`config.mk`:
```
export PLATFORM = sky130hd
export DESIGN_NAME = suc_config_reg
export DESIGN_NICKNAME = d
export VERILOG_FILES = /design/src/hdl/suc_pkg.sv /design/src/hdl/suc_sync.sv /design/src/hdl/suc_config_reg.sv
export VERILOG_INCLUDE_DIRS = /design/src /design/src/hdl
export SDC_FILE = /design/constraint.sdc
export NUM_CORES = 1
export LEC_CHECK = 0
export BUFFER_PORTS_ARGS = -buffer_cell sky130_fd_sc_hd__buf_2
export CORE_MARGIN = 3
export CORE_UTILIZATION = 50
export CTS_CLUSTER_SIZE = 30
export DETAILED_ROUTE_END_ITERATION = 10
export HOLD_SLACK_MARGIN = 0.06
export PLACE_DENSITY = 0.73
export SLEW_MARGIN = 15
export SYNTH_ARGS = -nofsm -noshare
export SYNTH_HDL_FRONTEND = slang
export SYNTH_HIERARCHICAL = 1
export SYNTH_SLANG_ARGS = --single-unit
```
`constraint.sdc`:
```
create_clock -name clk -period 2.24 [get_ports clk]
set_clock_uncertainty 0.2 [all_clocks]
set_input_delay 0.448 -clock clk [delete_from_list [all_inputs] [get_ports clk]]
set_output_delay 0.448 -clock clk [all_outputs]
set_load 0.01 [all_outputs]
```
`src/hdl/suc_defines.svh`:
```
// Constants of the sensor user configuration register block
// What this block does
// - Reserved bits always read as one and ignore writes.
// - Register holds 0011_1010 after reset.
// - Bits 7 and 0 form the two-bit resolution code.
// - Bit 6 is a read-only supply-low flag.
// - Bit 2 enables the heater and reads back last written value.
// - Command 0xE6 plus data writes; 0xE7 then repeated-start read reads.
// - A register read returns one byte with no checksum.
// - Device answers at seven-bit address 0x40.
`ifndef SUC_DEFINES_SVH
`define SUC_DEFINES_SVH

// ----------------------------------------
// Bus addressing and commands
// ----------------------------------------
`define SUC_DEV_ADDR 7'h40
`define SUC_CMD_WRITE 8'hE6
`define SUC_CMD_READ 8'hE7

// ----------------------------------------
// Register layout
// ----------------------------------------
`define SUC_CFG_RESET 8'h3A
`define SUC_RESERVED_MASK 8'h3A
`define SUC_RES_HI_BIT 7
`define SUC_SUPPLY_BIT 6
`define SUC_HEATER_BIT 2
`define SUC_RES_LO_BIT 0
`define SUC_RES_RESET 2'h0
`define SUC_HEATER_RESET 1'h0

// ----------------------------------------
// Bit counting
// ----------------------------------------
`define SUC_BITS_PER_BYTE 4'h8
`define SUC_LAST_BIT 4'h7

`endif

```
`src/hdl/suc_pkg.sv`:
```
// Types of the sensor user configuration register block
package suc_pkg;
	typedef enum logic [3:0] {
		ST_IDLE,
		ST_ADDR,
		ST_AACK,
		ST_CMD,
		ST_CACK,
		ST_WDATA,
		ST_WACK,
		ST_RDATA,
		ST_RACK,
		ST_IGNORE
	} suc_state_t;
endpackage : suc_pkg

```
`src/hdl/suc_sync.sv`:
```
// Two-stage synchroniser for pin inputs
`timescale 1ns/1ps
`default_nettype none
module suc_sync #(
	parameter int WIDTH = 1
) (
	input wire logic clk,
	input wire logic reset,
	input wire logic [WIDTH-1:0] asyncIn,
	output logic [WIDTH-1:0] syncOut
);
	logic [WIDTH-1:0] meta_q;
	logic [WIDTH-1:0] stable_q;

	// First stage is read by the second stage only
	always_ff @(posedge clk or posedge reset) begin
		if (reset) begin
			meta_q <= '1;
			stable_q <= '1;
		end else begin
			meta_q <= asyncIn;
			stable_q <= meta_q;
		end
	end

	assign syncOut = stable_q;
endmodule : suc_sync
`default_nettype wire

```
`src/hdl/suc_config_reg.sv`:
```
// I2C target holding the sensor user configuration register
`timescale 1ns/1ps
`default_nettype none
`include "suc_defines.svh"
module suc_config_reg
	import suc_pkg::*;
(
	input wire logic clk,
	input wire logic reset,
	input wire logic sclPin,
	input wire logic sdaPin,
	input wire logic supplyLowPin,
	output logic sdaOut,
	output logic sdaOeN,
	output logic [1:0] resolutionCode,
	output logic heaterEnable,
	output logic supplyLowFlag
);
	// ----------------------------------------
	// Pin synchronisation and edge detection
	// ----------------------------------------
	logic [2:0] pinSync;
	logic sclS;
	logic sdaS;
	logic supS;
	logic sclPrev_q;
	logic sdaPrev_q;

	suc_sync #(.WIDTH(3)) u_sync (
		.clk(clk),
		.reset(reset),
		.asyncIn({~supplyLowPin, sdaPin, sclPin}),
		.syncOut(pinSync)
	);

	assign sclS = pinSync[0];
	assign sdaS = pinSync[1];
	// Supply enters inverted: sync resets to one, so no false low flag
	assign supS = ~pinSync[2];

	always_ff @(posedge clk or posedge reset) begin
		if (reset) begin
			sclPrev_q <= 1'h1;
			sdaPrev_q <= 1'h1;
		end else begin
			sclPrev_q <= sclS;
			sdaPrev_q <= sdaS;
		end
	end

	wire sclRise = sclS & ~sclPrev_q;
	wire sclFall = ~sclS & sclPrev_q;
	wire startSeen = sclS & sclPrev_q & sdaPrev_q & ~sdaS;
	wire stopSeen = sclS & sclPrev_q & ~sdaPrev_q & sdaS;

	// ----------------------------------------
	// State and register storage
	// ----------------------------------------
	suc_state_t state_q, state_d;
	logic [3:0] bitCnt_q, bitCnt_d;
	logic [7:0] shift_q, shift_d;
	logic sdaOeN_q, sdaOeN_d;
	logic readPend_q, readPend_d;
	logic [1:0] res_q;
	logic heater_q;
	logic supplyLow_q;
	logic sdaOut_q;

	// ----------------------------------------
	// Decode
	// ----------------------------------------
	wire byteDone = (bitCnt_q == `SUC_BITS_PER_BYTE);
	wire lastBit = (bitCnt_q == `SUC_LAST_BIT);
	wire addrMatch = (shift_q[7:1] == `SUC_DEV_ADDR);
	wire rwRead = shift_q[0];
	wire cmdWrite = (shift_q == `SUC_CMD_WRITE);
	wire cmdRead = (shift_q == `SUC_CMD_READ);
	wire commit = (state_q == ST_WACK) && sclFall && !stopSeen && !startSeen;
	// Reserved positions forced to one, whatever was written
	wire [7:0] readByte = `SUC_RESERVED_MASK | {res_q[1], supplyLow_q, 3'h0,
		heater_q, 1'h0, res_q[0]};
	// Read address without a prior read command is refused
	wire addrAck = addrMatch && (!rwRead || readPend_q);
	wire cmdAck = cmdWrite || cmdRead;
	wire byteAck = ((state_q == ST_ADDR) && addrAck) ||
		((state_q == ST_CMD) && cmdAck) || (state_q == ST_WDATA);
	wire receiving = (state_q == ST_ADDR) || (state_q == ST_CMD) ||
		(state_q == ST_WDATA);

	// ----------------------------------------
	// Transfer sequencing
	// ----------------------------------------
	always_comb begin
		state_d = state_q;
		bitCnt_d = bitCnt_q;
		shift_d = shift_q;
		sdaOeN_d = sdaOeN_q;
		readPend_d = readPend_q;
		if (stopSeen) begin
			state_d = ST_IDLE;
			sdaOeN_d = 1'h1;
			readPend_d = 1'h0;
		end else if (startSeen) begin
			state_d = ST_ADDR;
			bitCnt_d = 4'h0;
			sdaOeN_d = 1'h1;
		end else if (receiving) begin
			if (sclRise && !byteDone) begin
				shift_d = {shift_q[6:0], sdaS};
				bitCnt_d = bitCnt_q + 4'h1;
			end else if (sclFall && byteDone) begin
				if (byteAck) begin
					sdaOeN_d = 1'h0;
					unique case (state_q)
						ST_ADDR: state_d = ST_AACK;
						ST_CMD: state_d = ST_CACK;
						default: state_d = ST_WACK;
					endcase
				end else begin
					state_d = ST_IGNORE;
				end
			end
		end else if (sclFall) begin
			unique case (state_q)
				ST_AACK: begin
					bitCnt_d = 4'h0;
					if (rwRead) begin
						state_d = ST_RDATA;
						shift_d = readByte;
						sdaOeN_d = readByte[7];
					end else begin
						state_d = ST_CMD;
						sdaOeN_d = 1'h1;
					end
				end
				ST_CACK: begin
					bitCnt_d = 4'h0;
					sdaOeN_d = 1'h1;
					readPend_d = cmdRead;
					state_d = cmdWrite ? ST_WDATA : ST_IGNORE;
				end
				ST_WACK: begin
					sdaOeN_d = 1'h1;
					state_d = ST_IGNORE;
				end
				ST_RDATA: begin
					if (lastBit) begin
						state_d = ST_RACK;
						sdaOeN_d = 1'h1;
					end else begin
						shift_d = {shift_q[6:0], 1'h1};
						sdaOeN_d = shift_q[6];
						bitCnt_d = bitCnt_q + 4'h1;
					end
				end
				ST_RACK: begin
					// Single byte only, even if the host acknowledges
					state_d = ST_IGNORE;
					readPend_d = 1'h0;
				end
				ST_IDLE, ST_IGNORE, ST_ADDR, ST_CMD, ST_WDATA: begin
				end
			endcase
		end
	end

	always_ff @(posedge clk or posedge reset) begin
		if (reset) begin
			state_q <= ST_IDLE;
			bitCnt_q <= 4'h0;
			shift_q <= 8'h0;
			sdaOeN_q <= 1'h1;
			readPend_q <= 1'h0;
			sdaOut_q <= 1'h0;
		end else begin
			state_q <= state_d;
			bitCnt_q <= bitCnt_d;
			shift_q <= shift_d;
			sdaOeN_q <= sdaOeN_d;
			readPend_q <= readPend_d;
			sdaOut_q <= 1'h0;
		end
	end

	// ----------------------------------------
	// Configuration register
	// ----------------------------------------
	// Commit at the end of the data acknowledge, so a stop or start
	// before it leaves the register untouched
	always_ff @(posedge clk or posedge reset) begin
		if (reset) begin
			res_q <= `SUC_RES_RESET;
			heater_q <= `SUC_HEATER_RESET;
			supplyLow_q <= 1'h0;
		end else begin
			supplyLow_q <= supS;
			if (commit) begin
				res_q <= {shift_q[`SUC_RES_HI_BIT], shift_q[`SUC_RES_LO_BIT]};
				heater_q <= shift_q[`SUC_HEATER_BIT];
			end
		end
	end

	assign sdaOut = sdaOut_q;
	assign sdaOeN = sdaOeN_q;
	assign resolutionCode = res_q;
	assign heaterEnable = heater_q;
	assign supplyLowFlag = supplyLow_q;

	// ----------------------------------------
	// Checks
	// ----------------------------------------
	a_reserved_ones: assert property (@(posedge clk) disable iff (reset)
		(state_q == ST_AACK && sclFall && rwRead && !startSeen && !stopSeen)
		|=> (shift_q & `SUC_RESERVED_MASK) == `SUC_RESERVED_MASK)
		else $error("reserved bits not read as one");

	a_reset_value: assert property (@(posedge clk) disable iff (reset)
		$fell(reset) |-> (readByte == (`SUC_CFG_RESET | {1'h0, supplyLow_q,
		6'h0})))
		else $error("register not at reset value");

	a_resolution_load: assert property (@(posedge clk) disable iff (reset)
		commit |=> resolutionCode == {$past(shift_q[`SUC_RES_HI_BIT]),
		$past(shift_q[`SUC_RES_LO_BIT])})
		else $error("resolution code not loaded");

	a_supply_flag: assert property (@(posedge clk) disable iff (reset)
		supS ##1 supS |-> supplyLowFlag && readByte[`SUC_SUPPLY_BIT])
		else $error("supply flag does not follow pin");

	a_heater_load: assert property (@(posedge clk) disable iff (reset)
		commit |=> heaterEnable == $past(shift_q[`SUC_HEATER_BIT]))
		else $error("heater bit not loaded");

	a_single_byte: assert property (@(posedge clk) disable iff (reset)
		(state_q == ST_RACK && sclFall && !startSeen && !stopSeen)
		|=> state_q == ST_IGNORE && sdaOeN)
		else $error("data driven after the read byte");

	a_address_nack: assert property (@(posedge clk) disable iff (reset)
		(state_q == ST_ADDR && byteDone && sclFall && !addrMatch &&
		!startSeen && !stopSeen) |=> state_q == ST_IGNORE && sdaOeN)
		else $error("foreign address acknowledged");

	a_write_only_commit: assert property (@(posedge clk) disable iff (reset)
		!commit |=> $stable(heaterEnable) && $stable(resolutionCode))
		else $error("register changed outside a commit");
endmodule : suc_config_reg
`default_nettype wire

```
==> run_results.csv, run 1 <==
group,metric,value,unit
final_layout,final_common_cell,"dfrtp_1",
power_and_ir_drop,power_switching,0.824,mW
detailed_routing,route.detailed.drc,0,
die,core,3130,µm²
grt,grt_use_total,0.231,
timing,period_share,1.00,
timing,maxSlewViolCount,0,
clock_network,clk_path_buf_depth,2,
detailed_routing,firstDrtPassIters,4,
grt,antenna_found_initial,0,
timing,rsz0062_at_grt,"yes",
die,row_count,20,
power_and_ir_drop,p_int,1.21,mW
grt,grt_max_degree,20,
clock_network,htreeDepth,2,
clock_network,cts-root-buf,"clkbuf_4",
logic_synthesis,synth_edf_count,0,
die,die_area,4090,µm²
die,start_util,0.536,
timing,worst_slew_pin_slew,566,ps
logic_synthesis,synth_seq_cells,30,
final_layout,area_delta_synth_final,22.0,%
final_layout,drive_gt1_frac,0.313,
timing,maxSlewHeadroom,0.623,
placed_design,postPlaceCellArea,1850,µm²
outcome,status,"finished, violations left",
timing,setup_tns,-7.06,ps
placed_design,portBuffers,9,
worst_setup_path,path_class,"reg2reg",
power_and_ir_drop,p_comb_frac,0.448,
logic_synthesis,synth.distinct_cells,55,
placed_design,place.detailed.hpwl,2.95,mm
clock_network,cts_tree,"yes",
timing,setup_viol,1,
detailed_routing,ant_nets,0,
power_and_ir_drop,p_sw_frac,0.406,
detailed_routing,wirelength,4.37,mm
detailed_routing,num_vias,1565,
clock_network,worstSkewPairLatency,350,ps
power_and_ir_drop,power_frac_seq,0.381,
final_layout,fin_area,2050,µm²
die,pin_count,11,
timing,timing.fmax,445,MHz
timing,hold_viol,0,
timing,hold_slack,162,ps
grt,grt_pass1_wl,7.23,mm
logic_synthesis,ys_warn_count,6,
logic_synthesis,ys_seq_area_frac,0.454,
logic_synthesis,async_flop_share,1.00,
job,cap_violations,0,
power_and_ir_drop,power_frac_clock,0.170,
logic_synthesis,syn_nets,185,
worst_setup_path,worstPathRequired,2260,ps
power_and_ir_drop,p_total,2.03,mW
die,die_w,63.9,µm
final_layout,fillerInstances,251,
detailed_routing,viasPerCell,6.21,
power_and_ir_drop,ir_drop,0.650,mV
final_layout,nNetsFinal,214,
worst_setup_path,crit_fanout,3,
worst_hold_path,worst_hold_path_type,"reg2reg",
power_and_ir_drop,p_per_area,993,nW/µm²
clock_network,cts.sinks,30,
logic_synthesis,synth_cells,178,
worst_setup_path,endpoint_kind,"flip-flop",
logic_synthesis,synth_area,1680,µm²
timing,setup_ws,-7.06,ps
final_layout,diodes,0,
logic_synthesis,yosys_most_used_dff,"dfrtp_1",
grt,grt-ovfl-total,0,
detailed_routing,post_drt_wl_per_cell,17.4,µm
grt,grt_pass1_vias,1560,
worst_setup_path,arrival,2260,ps
outcome,violations,"setup timing",
logic_synthesis,synth.avg_cell_area,9.43,µm²
clock_network,path_clk_slew,110,ps
worst_setup_path,start_kind,"flip-flop",
final_layout,final_cell_mix,"dfrtp_1 (21), buf_4 (19), nand2_1 (13), nor2_1 (13), inv_1 (12)",
clock_network,cts_buffers,5,
die,die_h,63.9,µm
timing,period_needed,2250,ps
detailed_routing,drt_iter0_markers,162,
power_and_ir_drop,leakagePower,0.842,nW
placed_design,gp_congestion,0.944,
==> synthesized netlist by cell type, types with 2 or more instances <==
master,count,area [µm²]
dfrtp_1,21,526
nand2_1,13,48.8
nor2_1,13,48.8
inv_1,12,45.0
nor3_1,11,55.1
o21ai_0,11,55.1
dfstp_2,9,236
a21oi_1,6,30.0
clkbuf_1,6,22.5
a2bb2oi_1,4,35.0
mux2_2,4,45.0
a211o_1,3,26.3
and3b_1,3,26.3
nand3_1,3,15.0
nor2b_1,3,18.8
nor4_1,3,18.8
o22a_1,3,26.3
o31ai_1,3,22.5
a2111oi_0,2,17.5
buf_2,2,10.0
buf_4,2,15.0
ha_1,2,25.0
nand2b_1,2,12.5
o21ai_1,2,10.0
o22ai_1,2,12.5
o32ai_1,2,17.5
or3_1,2,12.5
or4_1,2,15.0
==> per-stage QoR <==
step | setup WS, ps | instances | utilization
floorplan | 46.5 | 178 | -
global placement | 54.9 | 237 | 0.592
detailed placement | -17.3 | 237 | 0.592
CTS | 0.474 | 249 | 0.627
global route | -52.1 | 252 | 0.654
finish | -7.06 | 252 | 0.654
==> final cells by class <==
class	count	area, µm²	area share
multi-input combinational	126	893	0.436
clock buffer	6	51.3	0.0251
tap	44	55.1	0.0269
clock inverter	2	12.5	0.00611
timing repair buffer	32	228	0.111
inverter	12	45.0	0.0220
sequential	30	762	0.372
==> flip-flops by register name, summed over array words and instances, names as in the netlist <==
register / count
bitCnt_q: 4
heaterEnable: 1
supplyLowFlag: 1
resolutionCode: 2
sclPrev_q: 1
shift_q: 8
sdaOeN: 1
u_sync/syncOut: 3
readPend_q: 1
sdaPrev_q: 1
u_sync/meta_q: 3
state_q: 4
==> per-layer routing <==
metal,vias up,track usage,share of wire
li1,712,-,-
met2,84,0.352,0.47
met1,751,0.301,0.41
met5,-,0,0
met4,0,0.108,0.036
met3,18,0.0650,0.082
==> power by group through the flow <==
stage / combinational, mW / sequential, mW / clock [mW]
2_1_floorplan: 0.539 / 0.759 / 0
3_3_place_gp: 0.771 / 0.765 / 0
3_5_place_dp: 0.795 / 0.777 / 0
4_1_cts: 0.815 / 0.767 / 0.354
5_1_grt: 1.00 / 0.787 / 0.386
6_report: 0.911 / 0.775 / 0.346
==> path summary, 6_finish.rpt <==
path | from | end | slack (ps) | cells after the start
max in group asynchronous | reset | shift_q[5]$_DFFE_PP0P_ | 750 | 4
hold / removal | u_sync/meta_q[1]$_DFF_PP1_ | u_sync/syncOut[1]$_DFF_PP1_ | 160 | 0
hold reg to reg | u_sync/meta_q[1]$_DFF_PP1_ | u_sync/syncOut[1]$_DFF_PP1_ | 160 | 0
min in group asynchronous | reset | state_q[3]$_DFFE_PP0P_ | 490 | 3
setup reg to reg | shift_q[6]$_DFFE_PP0P_ | state_q[3]$_DFFE_PP0P_ | -7 | 5
setup / recovery | shift_q[6]$_DFFE_PP0P_ | state_q[3]$_DFFE_PP0P_ | -7 | 5
==> cell families after synthesis <==
kind of cell / Yosys count / synth area share
mux: 5 / 0.0328
simple gates: 66 / 0.219
compound gates: 50 / 0.211
other cells: 1 / 0.00223
fa+ha+maj: 2 / 0.0149
flops: 30 / 0.454
buf+inv: 22 / 0.0552
xor+xnor: 2 / 0.0104
==> worst max-delay path, stage by stage (launching register included) <==
cell	delay, ps
dfrtp_1	400
or4_4	540
or3_4	390
a31o_1	230
a311oi_2	250
o32ai_1	110
==> what timing repair did <==
| item | CTS | global route |
|---|---|---|
| hold endpoints to repair | 19 | 0 |
| setup buffers | 0 | 3 |
| pin swaps | 0 | 5 |
| resized for setup | 1 | 14 |
| setup endpoints to repair | 4 | 13 |
| hold buffers | 4 | 0 |
No activity file was read; power rests on OpenSTA's default activity.
==> inputs of run 2 (changes only) <==
Settings changed: CAP_MARGIN set to 20, MAX_ROUTING_LAYER set to met4.
==> run 2 against run 1 <==
Compared with the run above:
- the run now ends clean
- count of clock-buffer cells in the layout is the same
- setup slack gained 49 ps
- die area is the same
- total power grew 7.5%
- via count shrank 2.7%
- worst hold slack lost 2.9 ps
- clock power grew 67%
- sequential cell count is the same
- cell area shrank 0.86%
- critical path type unchanged
- highest routed layer unchanged
==> run_results.csv, run 2 (same netlist as run 1, synthesis figures left out) <==
group,metric,value,unit
clock_network,clk_path_buf_depth,2,
grt,grt_max_degree,20,
final_layout,largest_register_ffs,8,
worst_setup_path,worstPathRequired,2270,ps
placed_design,gp_congestion,0.929,
worst_setup_path,cp_slowest_cell,"or4_4",
die,core,3130,µm²
clock_network,htreeDepth,2,
timing,setup_tns,0,ps
final_layout,nNetsFinal,211,
grt,grt_pass1_wl,7.19,mm
clock_network,worstSkewPairLatency,350,ps
detailed_routing,ant_nets,0,
clock_network,cts_tree,"yes",
timing,setup_viol,0,
clock_network,cts_buffers,5,
clock_network,cts-root-buf,"clkbuf_4",
final_layout,area_delta_synth_final,21.0,%
worst_setup_path,endpoint_kind,"flip-flop",
detailed_routing,firstDrtPassIters,5,
clock_network,cts_setup_buffers,0,
worst_hold_path,worst_hold_path_type,"reg2reg",
timing,period_share,0.981,
die,die_w,63.9,µm
die,die_h,63.9,µm
detailed_routing,wirelength,4.06,mm
grt,antenna_found_initial,0,
grt,grt_pass1_vias,1522,
placed_design,portBuffers,9,
worst_setup_path,crit_fanout,3,
worst_setup_path,cp_cell_sequence,"or4_4, or3_4, a211oi_1, nor3_1, mux2_2",
die,row_count,20,
power_and_ir_drop,leakagePower,0.854,nW
clock_network,path_clk_slew,110,ps
power_and_ir_drop,ir_drop,0.708,mV
outcome,status,"completed",
final_layout,top_regs,"shift_q: 8 flops, bitCnt_q: 4 flops, state_q: 4 flops",
placed_design,place.detailed.hpwl,2.93,mm
worst_setup_path,arrival,2230,ps
worst_setup_path,start_kind,"flip-flop",
power_and_ir_drop,p_total,2.19,mW
detailed_routing,viasPerCell,6.12,
final_layout,diodes,0,
power_and_ir_drop,p_per_area,1080,nW/µm²
worst_setup_path,cp_slowest_stage_delay,540,ps
grt,grt-ovfl-total,0,
die,die_area,4090,µm²
detailed_routing,post_drt_wl_per_cell,16.3,µm
timing,timing.fmax,455,MHz
die,pin_count,11,
timing,hold_viol,0,
final_layout,final_common_cell,"dfrtp_1",
worst_setup_path,path_buf_inv,0,
detailed_routing,num_vias,1523,
timing,period_needed,2200,ps
timing,rsz0062_at_grt,"yes",
worst_setup_path,reg2reg_slack,40,ps
detailed_routing,drt_iter0_markers,127,
final_layout,drive_gt1_frac,0.273,
grt,grt_use_total,0.232,
detailed_routing,route.detailed.drc,0,
die,start_util,0.536,
clock_network,cts.sinks,30,
worst_setup_path,path_class,"reg2reg",
timing,maxSlewViolCount,0,
worst_setup_path,path_delay_family,"simple AND/OR/NAND/NOR gates",
final_layout,final_cell_mix,"dfrtp_1 (21), buf_4 (16), nand2_1 (13), nor2_1 (13), inv_1 (12)",
job,cap_violations,0,
final_layout,largest_register,"shift_q",
run 2: path summary, 6_finish.rpt:
kind / startpoint / end / depth (start not counted)
hold / removal: u_sync/meta_q[0]$_DFF_PP1_ / u_sync/syncOut[0]$_DFF_PP1_ / 0
hold reg to reg: u_sync/meta_q[0]$_DFF_PP1_ / u_sync/syncOut[0]$_DFF_PP1_ / 0
setup reg to reg: shift_q[6]$_DFFE_PP0P_ / state_q[0]$_DFFE_PP0P_ / 5
max in group asynchronous: reset / shift_q[5]$_DFFE_PP0P_ / 4
setup / recovery: shift_q[6]$_DFFE_PP0P_ / state_q[0]$_DFFE_PP0P_ / 5
min in group asynchronous: reset / bitCnt_q[2]$_DFFE_PP0P_ / 3
run 2: timing repair:
action	in CTS	in global routing
hold endpoints to repair	16	0
endpoints found under the setup margin	1	12
pin swaps	1	2
hold buffers	4	0
resized for setup	0	5
run 2: cell type report:
cell class / count / area (µm²)
Multi-Input combinational cell: 126 / 851
Timing Repair Buffer: 29 / 205
Inverter: 12 / 45.0
Sequential cell: 30 / 762
Clock inverter: 2 / 60.1
Fill cell: 257 / 1100
Clock buffer: 6 / 51.3
Tap cell: 44 / 55.1
run 2: stage by stage:
step / cell area (µm²) / setup WS, ps / hold slack [ps] / utilization / std cells
finish: 2030 / 41.6 / 159 / 0.649 / 249
global route: 2030 / -36.4 / 164 / 0.649 / 249
CTS: 2000 / 18.1 / 161 / 0.640 / 249
detailed placement: 1850 / 17.1 / 147 / 0.592 / 237
global placement: 1850 / 48.4 / 149 / 0.592 / 237
floorplan: 1680 / 46.5 / 145 / - / 178
run 2: where the power goes:
part / internal, mW / switching (mW)
combinational: 0.362 / 0.480
clock: 0.378 / 0.199
sequential: 0.667 / 0.0987
run 2: routing by layer:
metal | track usage | part of all wire | vias to the layer above
met5 | - | 0 | -
met4 | 0.102 | 0.020 | 0
met3 | 0.0545 | 0.074 | 8
met2 | 0.347 | 0.46 | 81
met1 | 0.301 | 0.44 | 734
li1 | - | - | 700
run 2: worst reg2reg max path, stage by stage, from the launching register on:
cell	delay, ps
dfrtp_1	400
or4_4	540
or3_4	390
a211oi_1	220
nor3_1	70
mux2_2	260
==> inputs of run 3 (changes only) <==
Settings changed: CORE_UTILIZATION 50 to 30, PLACE_DENSITY 0.73 to 0.5.
==> run 3 against run 2 <==
Compared with the run above:
- combinational power is 5.3% higher
- worst hold slack worse by 83 ps
- setup slack better by 6.5 ps
- final cell count is 12% higher
- core utilization is 25 points lower
- critical path depth stayed put
- cell area is 2.5% higher
- via count is 1.6% lower
- sequential share of layout area is 0.90 points lower
==> run_results.csv, run 3 (same netlist as run 1, synthesis figures left out) <==
group,metric,value,unit
clock_network,htreeDepth,2,
power_and_ir_drop,power_switching,0.810,mW
power_and_ir_drop,ir_drop,0.440,mV
final_layout,nNetsFinal,214,
worst_hold_path,hold-path-cell-count,2,
final_layout,fillerInstances,530,
grt,grt_pass1_wl,7.47,mm
grt,grt-ovfl-total,0,
die,die_h,80.8,µm
detailed_routing,wirelength,4.38,mm
final_layout,seq_area,762,µm²
power_and_ir_drop,p_per_area,1020,nW/µm²
grt,grt_max_degree,25,
power_and_ir_drop,leakagePower,0.858,nW
grt,grt_use_total,0.153,
clock_network,worstSkewPairLatency,280,ps
worst_setup_path,worstPathRequired,2190,ps
worst_setup_path,endpoint_kind,"flip-flop",
grt,met2_usage,0.212,
detailed_routing,route.detailed.drc,0,
clock_network,cts.sinks,30,
die,start_util,0.318,
worst_setup_path,r2r-end,"state_q[3]$_DFFE_PP0P_",
final_layout,multi_input_area,865,µm²
timing,setup_viol,0,
placed_design,portBuffers,9,
final_layout,final_common_cell,"dfrtp_1",
power_and_ir_drop,p_int,1.31,mW
worst_hold_path,min_from,"supplyLowPin",
final_layout,top_regs,"shift_q: 8 flops, bitCnt_q: 4 flops, state_q: 4 flops",
die,row_count,26,
timing,maxSlewViolCount,0,
detailed_routing,ant_nets,0,
grt,antenna_found_initial,0,
grt,grt_use_met1,0.210,
clock_network,cts_buffers,5,
placed_design,place.detailed.hpwl,3.20,mm
worst_hold_path,holdPathEnd,"u_sync/meta_q[2]$_DFF_PP1_",
worst_setup_path,reg2reg_slack,50,ps
detailed_routing,viasPerCell,5.39,
detailed_routing,post_drt_wl_per_cell,15.8,µm
die,die_area,6530,µm²
grt,busiest_layer,"met2",
detailed_routing,drt_iter0_markers,131,
clock_network,clk_path_buf_depth,2,
outcome,status,"completed",
die,pin_count,11,
power_and_ir_drop,p_sw_frac,0.382,
final_layout,largest_register_ffs,8,
timing,period_share,0.979,
power_and_ir_drop,power_frac_clock,0.216,
timing,maxSlewHeadroom,0.610,
timing,timing.fmax,456,MHz
worst_setup_path,crit_fanout,3,
grt,grt_pass1_vias,1500,
worst_setup_path,start_kind,"flip-flop",
power_and_ir_drop,p_comb_frac,0.419,
placed_design,gp_congestion,0.934,
detailed_routing,num_vias,1499,
worst_hold_path,worst_hold_path_type,"in2reg",
worst_setup_path,path_class,"reg2reg",
timing,setup_tns,0,ps
timing,worst_slew_pin_slew,581,ps
timing,hold_slack,75.9,ps
die,die_w,80.8,µm
detailed_routing,firstDrtPassIters,4,
timing,hold_viol,0,
final_layout,drive_gt1_frac,0.303,
grt,met3_usage,0.0421,
worst_setup_path,arrival,2150,ps
job,cap_violations,0,
worst_setup_path,rr_worst_depth,5,
timing,period_needed,2190,ps
power_and_ir_drop,power_frac_seq,0.365,
clock_network,cts_tree,"yes",
final_layout,final_cell_mix,"dfrtp_1 (21), buf_4 (20), nand2_1 (13), nor2_1 (13), inv_1 (12)",
clock_network,cts-root-buf,"clkbuf_8",
worst_setup_path,reg2reg_from,"shift_q[6]$_DFFE_PP0P_",
final_layout,diodes,0,
final_layout,area_delta_synth_final,23.9,%
timing,rsz0062_at_grt,"yes",
final_layout,largest_register,"shift_q",
clock_network,path_clk_slew,70,ps
die,core,5270,µm²
-- run 3: cell count changes in the layout (fill, tap and decap cells not counted), moves of 2 or more --
cell | before | now
buf_4 | 16 | 20
clkbuf_8 | 1 | 6
clkbuf_4 | 5 | 0
bufinv_16 | 2 | 0
-- run 3: repair_timing --
item,in CTS,in global routing
gates resized for setup,3,7
buffers inserted,0,1
pin swaps,1,2
endpoints found under the hold margin,23,0
endpoints found under the setup margin,2,12
hold buffers,3,0
-- run 3: how the worst max path moves through the flow --
stage	from	endpoint	slack, ps
6_report	shift_q[6]$_DFFE_PP0P_	state_q[3]$_DFFE_PP0P_	50
5_1_grt	shift_q[6]$_DFFE_PP0P_	state_q[3]$_DFFE_PP0P_	-30
4_1_cts	bitCnt_q[0]$_DFFE_PP0P_	bitCnt_q[3]$_DFFE_PP0P_	20
3_5_place_dp	bitCnt_q[0]$_DFFE_PP0P_	bitCnt_q[3]$_DFFE_PP0P_	-10
3_3_place_gp	shift_q[6]$_DFFE_PP0P_	state_q[3]$_DFFE_PP0P_	60
2_1_floorplan	shift_q[6]$_DFFE_PP0P_	state_q[3]$_DFFE_PP0P_	50
-- run 3: per-stage QoR --
step | total power, mW | setup WS [ps] | utilization | cells | cell area [µm²]
2_1_floorplan | 1.30 | 46.5 | - | 178 | 1680
4_1_cts | 2.09 | 20.6 | 0.388 | 277 | 2040
3_3_place_gp | 1.58 | 60.9 | 0.362 | 266 | 1910
6_report | 2.12 | 48.1 | 0.395 | 278 | 2080
3_5_place_dp | 1.60 | -13.8 | 0.362 | 266 | 1910
5_1_grt | 2.28 | -30.4 | 0.395 | 278 | 2080
-- run 3: critical path, cell delays in order, from the launching register on --
cell and delay, ps:
dfrtp_1 380, or4_4 540, or3_4 400, a31o_1 220, a311oi_2 200, o32ai_1 120
-- run 3: layout make-up --
type                       count  share of cell area
sequential                    30               0.366
tap                           70              0.0421
clock buffer                   6              0.0397
multi-input combinational    126               0.416
clock inverter                 2             0.00602
timing repair buffer          32               0.108
inverter                      12              0.0217
-- run 3: metal layers --
layer	vias up	routed length, µm	share of wire
li1	713	-	-
met1	719	2060	0.47
met2	58	2000	0.46
met3	9	232	0.053
met4	0	92	0.021
met5	-	0	0
-- run 3: power groups by stage --
stage | sequential, mW | clock (mW) | combinational [mW]
6_report | 0.773 | 0.458 | 0.888
5_1_grt | 0.787 | 0.511 | 0.982
4_1_cts | 0.766 | 0.475 | 0.852
3_5_place_dp | 0.775 | 0 | 0.828
3_3_place_gp | 0.763 | 0 | 0.819
2_1_floorplan | 0.759 | 0 | 0.539
